$ cat src/common/clu_pkg.sv
// Constants shared by the configurable logic unit.
package clu_pkg;
	localparam int         LUT_COUNT       = 4;
	localparam int         IDX_W           = 5;
	localparam int         BYTE_SHIFT      = 2;
	localparam logic [4:0] IDX_GLOBAL      = 5'h00;
	localparam logic [4:0] IDX_SEQ0        = 5'h01;
	localparam logic [4:0] IDX_SEQ1        = 5'h02;
	localparam logic [4:0] IDX_SENSE       = 5'h05;
	localparam logic [4:0] IDX_FLAGS       = 5'h07;
	localparam logic [4:0] IDX_LUT_GLOBAL_CONTROL   = 5'h08;
	localparam logic [4:0] IDX_LUT_CTRLB   = 5'h09;
	localparam logic [4:0] IDX_LUT_CTRLC   = 5'h0A;
	localparam logic [4:0] IDX_LUT_TRUTH   = 5'h0B;
	localparam logic [4:0] IDX_LUT_LAST    = 5'h17;
	localparam logic [7:0] REG_RESET       = 8'h00;
	localparam logic [7:0] GC_MASK         = 8'h41;
	localparam logic [7:0] LOW4_MASK       = 8'h0F;
	localparam int         GC_ENABLE_BIT   = 0;
	localparam int         GC_RUN_IN_STANDBY_BIT = 6;
	localparam int         CA_EN_BIT       = 0;
	localparam int         CA_CLK_LSB      = 1;
	localparam int         CA_FILT_LSB     = 4;
	localparam int         CA_PIN_OUTPUT_ENABLE_BIT    = 6;
	localparam int         CA_EDGE_BIT     = 7;
	localparam int         CB_IN0_LSB      = 0;
	localparam int         CB_IN1_LSB      = 4;
	localparam int         CC_IN2_LSB      = 0;
	localparam logic [3:0] SEQ_OFF         = 4'h0;
	localparam logic [3:0] SEQ_DFF         = 4'h1;
	localparam logic [3:0] SEQ_JK          = 4'h2;
	localparam logic [3:0] SEQ_LATCH       = 4'h3;
	localparam logic [3:0] SEQ_RS          = 4'h4;
	localparam logic [1:0] SENSE_OFF       = 2'h0;
	localparam logic [1:0] SENSE_RISE      = 2'h1;
	localparam logic [1:0] SENSE_FALL      = 2'h2;
	localparam logic [1:0] SENSE_BOTH      = 2'h3;
	localparam logic [1:0] COND_NONE       = 2'h0;
	localparam logic [1:0] COND_SYNC       = 2'h1;
	localparam logic [1:0] COND_FILTER     = 2'h2;
	localparam logic [2:0] PERIPHERAL_CLOCK         = 3'h0;
	localparam logic [2:0] CLK_IN2         = 3'h1;
	localparam logic [2:0] CLK_FAST        = 3'h4;
	localparam logic [2:0] CLK_32K         = 3'h5;
	localparam logic [2:0] CLK_1K          = 3'h6;
	localparam logic [3:0] IN_MASK         = 4'h0;
	localparam logic [3:0] IN_FEEDBACK     = 4'h1;
	localparam logic [3:0] IN_LINK         = 4'h2;
	localparam logic [3:0] IN_EVENT_A      = 4'h3;
	localparam logic [3:0] IN_EVENT_B      = 4'h4;
	localparam logic [3:0] IN_PIN          = 4'h5;
	localparam logic [3:0] IN_COMPARATOR   = 4'h6;
	localparam logic [3:0] IN_SERIAL       = 4'h8;
	localparam logic [3:0] IN_SPI          = 4'h9;
	localparam logic [3:0] IN_WAVEFORM     = 4'hA;
	localparam logic [3:0] IN_AUX_TIMER    = 4'hC;
endpackage

$ cat src/hdl/clu_custom_logic_unit.sv
// Four-LUT configurable logic unit with an AHB-Lite register slave.
//
// Decided for this implementation: the AHB-Lite register port.
`timescale 1ns/1ps
module clu_custom_logic_unit
	import clu_pkg::*;
#(
	parameter int FILTER_TAPS = 4
)
(
	input  wire logic        hclk,
	input  wire logic        hresetn,
	input  wire logic        hsel,
	input  wire logic [31:0] haddr,
	input  wire logic [1:0]  htrans,
	input  wire logic        hwrite,
	input  wire logic [2:0]  hsize,
	input  wire logic [31:0] hwdata,
	input  wire logic        hready,
	output logic      [31:0] hrdata,
	output logic             hreadyout,
	output logic             hresp,
	input  wire logic [3:0]  event_channel_a,
	input  wire logic [3:0]  event_channel_b,
	input  wire logic [3:0]  pin_in0,
	input  wire logic [3:0]  pin_in1,
	input  wire logic [3:0]  pin_in2,
	input  wire logic        comparator_output,
	input  wire logic        serial_port_first_tx,
	input  wire logic        serial_port_second_tx,
	input  wire logic        serial_port_third_tx,
	input  wire logic        spi_block_mosi,
	input  wire logic        spi_block_sck,
	input  wire logic [2:0]  waveform_timer_wo,
	input  wire logic        aux_timer_first_wo,
	input  wire logic        aux_timer_second_wo,
	input  wire logic        aux_timer_third_wo,
	input  wire logic        fast_oscillator,
	input  wire logic        low_power_32k_oscillator,
	input  wire logic        low_power_1k_clock,
	input  wire logic        standby_sleep,
	output logic      [3:0]  lut_out,
	output logic      [3:0]  pin_out,
	output logic      [3:0]  pin_oe,
	output logic             peripheral_clock_request
);

	////////////////////////////////////////////////////////////////////////
	logic [7:0]       gctl_reg, gctl_next;
	logic [1:0][7:0]  seq_reg, seq_next;
	logic [7:0]       sense_reg, sense_next;
	logic [3:0]       flags_reg, flags_next;
	logic [3:0][7:0]  ctla_reg, ctla_next;
	logic [3:0][7:0]  ctlb_reg, ctlb_next;
	logic [3:0][7:0]  ctlc_reg, ctlc_next;
	logic [3:0][7:0]  truth_reg, truth_next;
	logic             wr_pend_reg, wr_pend_next;
	logic             rd_pend_reg, rd_pend_next;
	logic [4:0]       idx_reg, idx_next;
	logic [31:0]      hrdata_reg, hrdata_next;
	logic             hready_reg, hready_next;
	logic [3:0]       out_reg, out_next;
	logic [3:0]       prev_reg;
	logic [3:0]       pout_reg, poe_reg, poe_next;
	logic             preq_reg, preq_next;
	logic [3:0]       in2_prev_reg;
	logic [2:0]       osc_prev_reg;
	logic             accept;
	logic             addr_hi_ok;
	logic             gen;
	logic             halt;
	logic [4:0]       rel;
	logic [7:0]       rd_val;
	logic [3:0]       wr_ones;
	logic [3:0]       flag_set;
	logic [3:0]       rise, fall;
	logic [3:0]       active, clk_en, uses_clk;
	logic [3:0]       in0, in1, in2;
	logic [3:0]       comb_out, det_out, fin_out;
	logic [1:0]       seq_q;
	logic [2:0]       osc_rise;

	assign gen      = gctl_reg[GC_ENABLE_BIT];
	assign halt     = standby_sleep & ~gctl_reg[GC_RUN_IN_STANDBY_BIT];
	assign accept   = hsel & htrans[1] & hready;
	assign addr_hi_ok = (haddr[31:IDX_W+BYTE_SHIFT] == '0);
	assign rel      = idx_reg - IDX_LUT_GLOBAL_CONTROL;
	assign wr_ones  = wr_pend_reg && idx_reg == IDX_FLAGS ? hwdata[3:0] : 4'h0;
	assign rise     = out_reg & ~prev_reg;
	assign fall     = ~out_reg & prev_reg;
	assign osc_rise = {fast_oscillator, low_power_32k_oscillator,
		low_power_1k_clock} & ~osc_prev_reg;

	function automatic logic pick(input logic [3:0] code,
		input logic fb, input logic link, input logic ea, input logic eb,
		input logic io, input logic ac, input logic ser, input logic spi,
		input logic wo, input logic aux);
		logic r;
		r = 1'b0;
		case (code)
			IN_FEEDBACK:   r = fb;
			IN_LINK:       r = link;
			IN_EVENT_A:    r = ea;
			IN_EVENT_B:    r = eb;
			IN_PIN:        r = io;
			IN_COMPARATOR: r = ac;
			IN_SERIAL:     r = ser;
			IN_SPI:        r = spi;
			IN_WAVEFORM:   r = wo;
			IN_AUX_TIMER:  r = aux;
			default:       r = 1'b0;
		endcase
		return r;
	endfunction

	////////////////////////////////////////////////////////////////////////
	// Bus and register file. Reads take one wait state so that a read
	// right after a write always sees the written value.
	always_comb
	begin
		wr_pend_next = accept & hwrite & addr_hi_ok;
		rd_pend_next = accept & ~hwrite;
		// A high address lands on an unmapped index, so a master that
		// moves haddr during the data phase cannot change the answer.
		idx_next     = !accept ? idx_reg
			: addr_hi_ok ? haddr[IDX_W+BYTE_SHIFT-1:BYTE_SHIFT] : '1;
		hready_next  = ~(accept & ~hwrite);
		gctl_next    = gctl_reg;
		seq_next     = seq_reg;
		sense_next   = sense_reg;
		ctla_next    = ctla_reg;
		ctlb_next    = ctlb_reg;
		ctlc_next    = ctlc_reg;
		truth_next   = truth_reg;
		rd_val       = 8'h00;
		if (rd_pend_reg)
		begin
			case (idx_reg)
				IDX_GLOBAL: rd_val = gctl_reg;
				IDX_SEQ0:   rd_val = seq_reg[0];
				IDX_SEQ1:   rd_val = seq_reg[1];
				IDX_SENSE:  rd_val = sense_reg;
				IDX_FLAGS:  rd_val = {4'h0, flags_reg};
				default:
				begin
					if (idx_reg >= IDX_LUT_GLOBAL_CONTROL && idx_reg <= IDX_LUT_LAST)
					begin
						case (rel[1:0])
							2'h0:    rd_val = ctla_reg[rel[3:2]];
							2'h1:    rd_val = ctlb_reg[rel[3:2]];
							2'h2:    rd_val = ctlc_reg[rel[3:2]];
							default: rd_val = truth_reg[rel[3:2]];
						endcase
					end
				end
			endcase
		end
		hrdata_next = rd_pend_reg ? {24'h000000, rd_val} : hrdata_reg;
		if (wr_pend_reg)
		begin
			case (idx_reg)
				IDX_GLOBAL: gctl_next = hwdata[7:0] & GC_MASK;
				IDX_SENSE:  sense_next = hwdata[7:0];
				IDX_SEQ0, IDX_SEQ1:
				begin
					if (!gen)
						seq_next[idx_reg[1]] = hwdata[7:0] & LOW4_MASK;
				end
				default:
				begin
					if (!gen && idx_reg >= IDX_LUT_GLOBAL_CONTROL
						&& idx_reg <= IDX_LUT_LAST)
					begin
						case (rel[1:0])
							2'h0:    ctla_next[rel[3:2]] = hwdata[7:0];
							2'h1:    ctlb_next[rel[3:2]] = hwdata[7:0];
							2'h2:    ctlc_next[rel[3:2]] = hwdata[7:0] & LOW4_MASK;
							default: truth_next[rel[3:2]] = hwdata[7:0];
						endcase
					end
				end
			endcase
		end
		// A new event beats a clear in the same cycle.
		flags_next = (flags_reg & ~wr_ones) | flag_set;
	end

	always_ff @(posedge hclk or negedge hresetn)
	begin
		if (!hresetn)
		begin
			gctl_reg    <= REG_RESET;
			seq_reg     <= '0;
			sense_reg   <= REG_RESET;
			flags_reg   <= 4'h0;
			ctla_reg    <= '0;
			ctlb_reg    <= '0;
			ctlc_reg    <= '0;
			truth_reg   <= '0;
			wr_pend_reg <= 1'b0;
			rd_pend_reg <= 1'b0;
			idx_reg     <= 5'h00;
			hrdata_reg  <= 32'h00000000;
			hready_reg  <= 1'b1;
		end
		else
		begin
			gctl_reg    <= gctl_next;
			seq_reg     <= seq_next;
			sense_reg   <= sense_next;
			flags_reg   <= flags_next;
			ctla_reg    <= ctla_next;
			ctlb_reg    <= ctlb_next;
			ctlc_reg    <= ctlc_next;
			truth_reg   <= truth_next;
			wr_pend_reg <= wr_pend_next;
			rd_pend_reg <= rd_pend_next;
			idx_reg     <= idx_next;
			hrdata_reg  <= hrdata_next;
			hready_reg  <= hready_next;
		end
	end

	assign hrdata    = hrdata_reg;
	assign hreadyout = hready_reg;
	assign hresp     = 1'b0;

	////////////////////////////////////////////////////////////////////////
	// Per-LUT datapath. Link inputs read the registered outputs, which
	// keeps a ring of linked LUTs free of combinational loops.
	for (genvar g = 0; g < LUT_COUNT; g++)
	begin : g_lut
		logic [FILTER_TAPS-1:0] sh_reg, sh_next;
		logic                   cond_reg, cond_next;
		logic                   eprev_reg, eprev_next;
		logic                   cond_sel;
		logic [1:0]             filt;
		logic [2:0]             src;
		logic                   fb;
		logic                   link;

		assign filt = ctla_reg[g][CA_FILT_LSB+:2];
		assign src  = ctla_reg[g][CA_CLK_LSB+:3];
		assign fb   = seq_q[g/2];
		assign link = out_reg[(g+1)%LUT_COUNT];
		assign active[g] = gen & ctla_reg[g][CA_EN_BIT];
		assign in0[g] = pick(ctlb_reg[g][CB_IN0_LSB+:4], fb, link,
			event_channel_a[g], event_channel_b[g], pin_in0[g],
			comparator_output, serial_port_first_tx, spi_block_mosi,
			waveform_timer_wo[0], aux_timer_first_wo);
		assign in1[g] = pick(ctlb_reg[g][CB_IN1_LSB+:4], fb, link,
			event_channel_a[g], event_channel_b[g], pin_in1[g],
			comparator_output, serial_port_second_tx, spi_block_mosi,
			waveform_timer_wo[1], aux_timer_second_wo);
		assign in2[g] = pick(ctlc_reg[g][CC_IN2_LSB+:4], fb, link,
			event_channel_a[g], event_channel_b[g], pin_in2[g],
			comparator_output, serial_port_third_tx, spi_block_sck,
			waveform_timer_wo[2], aux_timer_third_wo);
		assign comb_out[g] = truth_reg[g][{in2[g], in1[g], in0[g]}];
		assign uses_clk[g] = (filt != COND_NONE)
			| ctla_reg[g][CA_EDGE_BIT] | (seq_reg[g/2][3:0] != SEQ_OFF);
		assign cond_sel = (filt == COND_NONE) ? comb_out[g] : cond_reg;
		assign det_out[g] = ctla_reg[g][CA_EDGE_BIT]
			? cond_sel & ~eprev_reg : cond_sel;

		always_comb
		begin
			case (src)
				PERIPHERAL_CLOCK:  clk_en[g] = ~halt;
				CLK_IN2:  clk_en[g] = in2[g] & ~in2_prev_reg[g];
				CLK_FAST: clk_en[g] = osc_rise[2];
				CLK_32K:  clk_en[g] = osc_rise[1];
				CLK_1K:   clk_en[g] = osc_rise[0];
				default:  clk_en[g] = 1'b0;
			endcase
			sh_next    = sh_reg;
			cond_next  = cond_reg;
			eprev_next = eprev_reg;
			if (!active[g])
			begin
				sh_next    = '0;
				cond_next  = 1'b0;
				eprev_next = 1'b0;
			end
			else if (clk_en[g])
			begin
				sh_next    = {sh_reg[FILTER_TAPS-2:0], comb_out[g]};
				eprev_next = cond_sel;
				case (filt)
					COND_SYNC: cond_next = sh_reg[0];
					COND_FILTER:
					begin
						// The filter only moves once every tap agrees.
						if (&sh_reg)
							cond_next = 1'b1;
						else if (~|sh_reg)
							cond_next = 1'b0;
					end
					default:   cond_next = cond_reg;
				endcase
			end
		end

		always_ff @(posedge hclk or negedge hresetn)
		begin
			if (!hresetn)
			begin
				sh_reg    <= '0;
				cond_reg  <= 1'b0;
				eprev_reg <= 1'b0;
			end
			else
			begin
				sh_reg    <= sh_next;
				cond_reg  <= cond_next;
				eprev_reg <= eprev_next;
			end
		end
	end

	////////////////////////////////////////////////////////////////////////
	// Pair sequencers, each stepped by the even LUT's clock.
	for (genvar p = 0; p < LUT_COUNT / 2; p++)
	begin : g_seq
		logic q_reg, q_next;
		logic a, b, step;

		assign a    = det_out[2*p];
		assign b    = det_out[2*p+1];
		assign step = active[2*p] & clk_en[2*p];

		always_comb
		begin
			q_next = q_reg;
			if (!active[2*p])
				q_next = 1'b0;
			else if (step)
			begin
				case (seq_reg[p][3:0])
					SEQ_DFF:   q_next = a;
					SEQ_JK:    q_next = (a & ~q_reg) | (~b & q_reg);
					SEQ_LATCH: q_next = b ? a : q_reg;
					SEQ_RS:    q_next = a | (~b & q_reg);
					default:   q_next = 1'b0;
				endcase
			end
		end

		always_ff @(posedge hclk or negedge hresetn)
		begin
			if (!hresetn)
				q_reg <= 1'b0;
			else
				q_reg <= q_next;
		end

		assign seq_q[p] = q_reg;
		assign fin_out[2*p] = (seq_reg[p][3:0] == SEQ_OFF) ? a : q_reg;
		assign fin_out[2*p+1] = b;
	end

	////////////////////////////////////////////////////////////////////////
	// Outputs, pins, edge flags and standby clock request.
	always_comb
	begin
		out_next  = active & fin_out & ~({4{halt}} & uses_clk);
		poe_next  = active & {ctla_reg[3][CA_PIN_OUTPUT_ENABLE_BIT],
			ctla_reg[2][CA_PIN_OUTPUT_ENABLE_BIT], ctla_reg[1][CA_PIN_OUTPUT_ENABLE_BIT],
			ctla_reg[0][CA_PIN_OUTPUT_ENABLE_BIT]};
		preq_next = 1'b0;
		for (int i = 0; i < LUT_COUNT; i++)
		begin
			case (sense_reg[2*i+:2])
				SENSE_RISE: flag_set[i] = rise[i];
				SENSE_FALL: flag_set[i] = fall[i];
				SENSE_BOTH: flag_set[i] = rise[i] | fall[i];
				default:    flag_set[i] = 1'b0;
			endcase
			if (active[i] && uses_clk[i]
				&& ctla_reg[i][CA_CLK_LSB+:3] == PERIPHERAL_CLOCK)
				preq_next = gctl_reg[GC_RUN_IN_STANDBY_BIT];
		end
	end

	always_ff @(posedge hclk or negedge hresetn)
	begin
		if (!hresetn)
		begin
			out_reg      <= 4'h0;
			prev_reg     <= 4'h0;
			pout_reg     <= 4'h0;
			poe_reg      <= 4'h0;
			preq_reg     <= 1'b0;
			in2_prev_reg <= 4'h0;
			osc_prev_reg <= 3'h0;
		end
		else
		begin
			out_reg      <= out_next;
			prev_reg     <= out_reg;
			pout_reg     <= out_next;
			poe_reg      <= poe_next;
			preq_reg     <= preq_next;
			in2_prev_reg <= in2;
			osc_prev_reg <= {fast_oscillator, low_power_32k_oscillator,
				low_power_1k_clock};
		end
	end

	assign lut_out   = out_reg;
	assign pin_out   = pout_reg;
	assign pin_oe    = poe_reg;
	assign peripheral_clock_request = preq_reg;
endmodule

$ cat config.mk
export PLATFORM = sky130hd
export DESIGN_NAME = clu_custom_logic_unit
export DESIGN_NICKNAME = d
export VERILOG_FILES = /design/src/common/clu_pkg.sv /design/src/hdl/clu_custom_logic_unit.sv
export SDC_FILE = /design/constraint.sdc
export NUM_CORES = 1
export LEC_CHECK = 0
export BUFFER_PORTS_ARGS = -buffer_cell sky130_fd_sc_hd__buf_2
export CAP_MARGIN = 20
export CELL_PAD_IN_SITES_DETAIL_PLACEMENT = 2
export CELL_PAD_IN_SITES_GLOBAL_PLACEMENT = 2
export CORE_UTILIZATION = 36
export CTS_BUF_LIST = sky130_fd_sc_hd__clkbuf_16
export CTS_CLUSTER_SIZE = 24
export DETAILED_ROUTE_END_ITERATION = 16
export GPL_ROUTABILITY_DRIVEN = 1
export PLACE_DENSITY_LB_ADDON = 0.1
export SYNTH_ARGS = -nofsm -noshare
export SYNTH_HDL_FRONTEND = slang
export SYNTH_SLANG_ARGS = --single-unit
$ cat constraint.sdc
create_clock -name hclk -period 2.9 [get_ports hclk]
set_input_delay 0.87 -clock hclk [delete_from_list [all_inputs] [get_ports hclk]]
set_output_delay 0.87 -clock hclk [all_outputs]
set_load 0.005 [all_outputs]
Word-level counts from Yosys, hierarchy flattened
Cells that the tools add are included.

cells by class
  $lt $le $gt $ge = 10
  bitwise logic cells = 73
  mux-type cells = 108
  $add $sub $neg = 1
  eq/ne operators = 186
  reduce and logical (&&, ||, !) cells = 58

operators by type and width
  kind                number
  $eq 4x4->1 const B  48
  $eq 4x3->1 const B  38
  $bwmux 32           4
  $pmux 1 s10         12
  $eq 4x2->1 const B  28
  $bmux 8 s2          4
  $eq 4x1->1 const B  14
  $mux 8              7
  $mux 1              48
  $pmux 8 s5          1
  $eq 3x3->1 const B  12
  $mux 4              9
  $reduce_and 4->1    8
  $and 4x4->4         7
  $eq 2x2->1 const B  13
  $logic_not 25->1    1
  $and 1x1->1         24
  $pmux 8 s3          1
  $pmux 1 s5          4
  $reduce_or 4->1     5
  $not 1->1           19
  $eq 2x1->1 const B  9
  $bwmux 16           1
  $demux 8 s2         1
  39 further kinds    118

word-level totals
  register bits after elaboration = 220

Logic depth before layout (Yosys ltp)
  depth in word-level cells = 13
  depth in mapped cells = 10
  depth with buffers taken out = 9

Worst setup path after synthesis
OpenSTA, ideal clock, no wires.

  path kind = input -> register
  start = in serial_port_first_tx
  end = reg g_seq[1].q_reg (netlist: g_lut[2].fb)
  arrival time = 2.843 ns
  stages on the path = 9
  path slack = -0.010 ns
  data required time = 2.833 ns
  path through = mux2_4 a32o_1 nor4_4 mux2i_1 mux2i_1 mux2i_1 a221oi_2 nor4_1 o221a_1

between the ends
  longest elaborated chain between the ends = 12
  elaborated cells between the ends (all ways) = 23
  classes of those cells = eq/ne: 1; mux: 14; bitwise: 7; reduce/logical: 1

ends and longest elaborated chain
  item                           RTL line                                                    text
  start: declaration             clu_custom_logic_unit.sv:29                                 input wire logic serial_port_first_tx,
  $pmux 1 s10                    clu_custom_logic_unit.sv:100                                case (code)
  $bmux 1 s3                     clu_custom_logic_unit.sv:259                                assign comb_out[g] = truth_reg[g][{in2[g], in1[g], in0[g]}];
  $mux 1 (implied by the code)   clu_custom_logic_unit.sv:259
  $mux 1                         clu_custom_logic_unit.sv:262                                assign cond_sel = (filt == COND_NONE) ? comb_out[g] : cond_reg;
  $and 1x1->1                    clu_custom_logic_unit.sv:264                                ? cond_sel & ~eprev_reg : cond_sel;
  $mux 1                         clu_custom_logic_unit.sv:264
  $not 1->1                      clu_custom_logic_unit.sv:341, clu_custom_logic_unit.sv:343
  $and 1x1->1                    clu_custom_logic_unit.sv:341, clu_custom_logic_unit.sv:343
  $or 1x1->1 (on tied branches)  clu_custom_logic_unit.sv:343, clu_custom_logic_unit.sv:341
  $pmux 1 s4                     clu_custom_logic_unit.sv:339                                case (seq_reg[p][3:0])
  $mux 1                         clu_custom_logic_unit.sv:337                                else if (step)
  $mux 1                         clu_custom_logic_unit.sv:335                                if (!active[2*p])
  end signal: assignment         clu_custom_logic_unit.sv:354                                q_reg <= q_next;
  end: declaration               clu_custom_logic_unit.sv:325                                logic q_reg, q_next;

Several ways; a longest one is shown, not always the timed one. The select of a mux whose other input is x is not followed.
A chain may end at the register's enable or synchronous reset.

Worst setup path in the final report
  start = in event_channel_a[2]
  end = reg pout_reg[2] (netlist: pin_out[2])

between the ends
  longest elaborated chain between the ends = 9
  elaborated cells between the ends (all ways) = 11
  classes of those cells = mux: 8; bitwise: 3

ends and longest elaborated chain
  item                            RTL line                      text
  start: declaration              clu_custom_logic_unit.sv:23   input wire logic [3:0] event_channel_a,
  $pmux 1 s10                     clu_custom_logic_unit.sv:100
  $bmux 1 s3 *                    clu_custom_logic_unit.sv:259
  $mux 1 (implied by the code) *  clu_custom_logic_unit.sv:259
  $mux 1 *                        clu_custom_logic_unit.sv:262
  $and 1x1->1                     clu_custom_logic_unit.sv:264
  $mux 1 *                        clu_custom_logic_unit.sv:264
  $mux 1 *                        clu_custom_logic_unit.sv:358  assign fin_out[2*p] = (seq_reg[p][3:0] == SEQ_OFF) ? a : q_reg;
  $and 4x4->4 * (2 in a row)      clu_custom_logic_unit.sv:366  out_next = active & fin_out & ~({4{halt}} & uses_clk);
  via out_next[2]                 clu_custom_logic_unit.sv:62   logic [3:0] out_reg, out_next;
  end signal: assignment          clu_custom_logic_unit.sv:401  pout_reg <= out_next;
  end: declaration                clu_custom_logic_unit.sv:64   logic [3:0] pout_reg, poe_reg, poe_next;

The timed path passes the listed nets; every way through them passes the cells marked *. The select of a mux whose other input is x is not followed.

==> impl_metrics.csv <==
group,metric,value,unit
run_status,status,"finished, violations left",
run_status,violations,"DRC",
critical_path,crit_path_max_incr_delay,0.51,ns
clock_network,insertion_delay,0.46,ns
power_and_ir_drop,irDropWorstVdd,0.391,mV
timing,max_freq,351,MHz
floorplan,core,30800,um^2
timing,setup_viol,0,
power_and_ir_drop,power_density,455,nW/um^2
timing,whs,0.379,ns
routing,wl_per_cell,25.3,um
timing,drv_slew,0,
timing,tightest_slew,0.686,ns
logic_synthesis,ys_seq_area_share,43.2,%
flow_run,drv_cap,0,
timing,report.final.hold_viol_count,0,
floorplan,rows,64,
clock_network,hold_buffers,0,
logic_synthesis,synthFlopType,"dfrtp_1",
place,dp_cells,1555,
floorplan,start_util,36.8,%
cells_and_area,fill_cells,3235,
routing,drc,5,
logic_synthesis,synth_edf_count,0,
routing,drt-pass1-iter-count,13,
critical_path,arrival,3.23,ns
timing,fin_skew,0.0145,ns
critical_path,critical_path_class,"in -> reg",
critical_path,startpoint_type,"input pin",
cells_and_area,area_growth,17.9,%
clock_network,cts_root_buffer,"clkbuf_16",
critical_path,critPathMaxFanout,3,
power_and_ir_drop,p_leak,5.89,nW
clock_network,cts_tree,"built",
critical_path,critPathCaptureType,"flip-flop",
place,gp_congestion,0.833,
cells_and_area,num-nets-final,1297,
routing,ant_nets,0,
critical_path,crit_top_cell,"buf_4",
logic_synthesis,avgSynthCellArea,11.0,um^2
timing,tns,0,ns
floorplan,die-area,32200,um^2
grt,grt_use_total,25.8,%
cells_and_area,instances_no_fill,1588,
routing,totalWireLength,40100,um
clock_network,clock-sinks,196,
logic_synthesis,synth_cells,1034,
clock_network,cts_buffers,17,
cells_and_area,final_cell_area,13400,um^2
floorplan,die_w,180,um
hold_path,hold_class,"in -> async",
floorplan,ios,157,
grt,grt_max_degree,56,
grt,first_global_vias,9804,
logic_synthesis,synth-seq-cells,196,
place,dp_hpwl,30200,um
critical_path,worst_path_max_delay_cell,"or4_4",
critical_path,required,3.28,ns
floorplan,dieHeight,180,um
routing,vias_per_cell,5.68,
timing,min_period_over_period,98.2,%
clock_network,path_clk_slew,0.08,ns
clock_network,htree_levels,4,
grt,grt_pass1_wl,62000,um
routing,drtIter0Drc,606,
logic_synthesis,yosysUniqueCellTypes,72,
place,portBuffers,101,
logic_synthesis,async_reset_ff_share,100,%
grt,grt-ovfl-total,0,
cells_and_area,drive_gt1_share,34.9,%
cells_and_area,diodes,0,
logic_synthesis,netlist_area,11300,um^2
clock_network,cts.path.max_buffers,2,
place,postPlaceCellArea,12700,um^2
timing,min_period,2.85,ns
routing,vias,9019,
timing,relSlewSlack,53.8,%
grt,antenna_found_initial,1,
critical_path,worstPathCellList,"buf_2, mux2_4, a221oi_2, a311oi_1, a311oi_2, buf_4, mux2_2, mux2i_4, buf_4, and2_4, or4_4, a21oi_2",
logic_synthesis,ys.warnings.count,0,
==> area by class of cell <==
class / count / area (um^2) / area share (%)
Clock buffer: 17 / 425 / 3.18
Clock inverter: 15 / 188 / 1.40
Inverter: 27 / 101 / 0.758
Multi-Input combinational cell: 748 / 6000 / 44.9
Sequential cell: 196 / 4910 / 36.7
Tap cell: 396 / 495 / 3.71
Timing Repair Buffer: 189 / 1250 / 9.35
==> metal layers <==
layer / track usage, % / wire length, um
met1: 34.6 / 18300
met2: 42.4 / 19300
met3: 4.72 / 1600
met4: 7.59 / 876
met5: 0 / 0
==> report_power, final <==
group	switching, mW	internal [mW]
clock network	1.24	1.32
registers	0.113	2.82
logic	0.341	0.254
total	1.69	4.40
==> layout by cell type, fill, tap and decap left out, types with 6 or more instances in the layout <==
cell and instances:
dfrtp_1 190, mux2_2 138, buf_2 100, nand2_1 83
buf_4 82, mux2i_1 68, nor2_1 63, o21ai_0 52
mux4_2 36, a21oi_1 33, inv_1 26, nand3b_1 25
conb_1 25, nand3_1 21, nor2b_1 18, nand2b_1 17
clkbuf_16 17, nor3_1 12, nor4_1 11, a211oi_1 11
o211ai_1 9, a31oi_1 8, ha_1 8, nand4_1 7
a22oi_1 7, and3_1 6, a221oi_1 6, inv_6 6
buf_12 6
==> synth_stat cells (3+ instances only) <==
cell type | number | area share [%]
mux2_2 | 139 | 14
o41ai_1 | 4 | 0.31
nand3b_1 | 25 | 1.7
nor3_1 | 12 | 0.53
nor2b_1 | 18 | 0.99
nor2_1 | 63 | 2.1
mux4_2 | 36 | 7.1
clkbuf_1 | 46 | 1.5
o22a_1 | 4 | 0.31
nor4_1 | 11 | 0.61
buf_2 | 8 | 0.35
nand3_1 | 21 | 0.93
dfrtp_1 | 195 | 43
buf_4 | 29 | 1.9
o22ai_1 | 5 | 0.28
a31oi_1 | 8 | 0.44
o211ai_1 | 9 | 0.60
or3_1 | 3 | 0.17
and3_1 | 6 | 0.33
inv_1 | 26 | 0.86
or4_1 | 6 | 0.40
a211oi_1 | 11 | 0.73
nand4_1 | 7 | 0.39
a22oi_1 | 7 | 0.46
a221o_1 | 4 | 0.35
buf_1 | 3 | 0.099
o21a_1 | 5 | 0.33
ha_1 | 8 | 0.88
o21ai_0 | 52 | 2.3
nand2_1 | 83 | 2.7
nand2b_1 | 17 | 0.94
mux2i_1 | 69 | 6.1
nor3b_1 | 3 | 0.20
a21oi_1 | 34 | 1.5
o31ai_1 | 4 | 0.26
a221oi_1 | 6 | 0.46
and2_1 | 3 | 0.17
==> kinds of logic (layout without fill, tap and decap cells) <==
| kind of cell | count (synthesis) | count (layout) | share of synthesized area, % |
|---|---|---|---|
| AOI/OAI and AO/OA | 183 | 183 | 10.8 |
| xor gates and xnor gates | 1 | 1 | 0.0772 |
| adders and majority gates | 8 | 8 | 0.882 |
| buffers and inverters | 114 | 248 | 4.89 |
| DFF | 196 | 196 | 43.2 |
| muxes | 247 | 247 | 27.4 |
| other | 1 | 25 | 0.0331 |
| and+or+nand+nor | 284 | 284 | 12.7 |
==> worst paths after layout <==
check	from	slack [ns]	end	cells past startpoint
min reg2reg	g_lut[1].eprev_reg	0.51	g_lut[1].eprev_reg	2
min in group hclk	g_lut[1].eprev_reg	0.51	g_lut[1].eprev_reg	2
max in group asynchronous	hresetn	1.81	g_lut[1].cond_reg	2
min	hresetn	0.38	sense_reg[1]	1
max reg2reg	pin_out[3]	0.09	pin_out[2]	11
max	event_channel_a[2]	0.05	pin_out[2]	12
==> repair_timing <==
action                     CTS  global route
pin swaps                    0             3
buffers inserted             0             1
setup endpoints to repair    1             2
gates resized for setup      1             8
==> stage by stage <==
stage,setup slack [ns],utilization (%),total power [mW]
2_1_floorplan,0.0730,-,3.24
6_report,0.0512,43.4,6.09
3_5_place_dp,-0.449,41.3,3.59
3_3_place_gp,-0.405,41.3,3.56
5_1_grt,-0.00993,43.4,6.33
4_1_cts,0.0536,43.3,6.18
==> critical path, delay by kind of cell <==
family | cells | cell delay (ns)
and+or+nand+nor | 2 | 0.67
AOI/OAI and AO/OA | 4 | 0.71
muxes | 3 | 0.53
buffers and inverters | 3 | 0.44
Note: power is estimated with default switching activity, not from simulation.
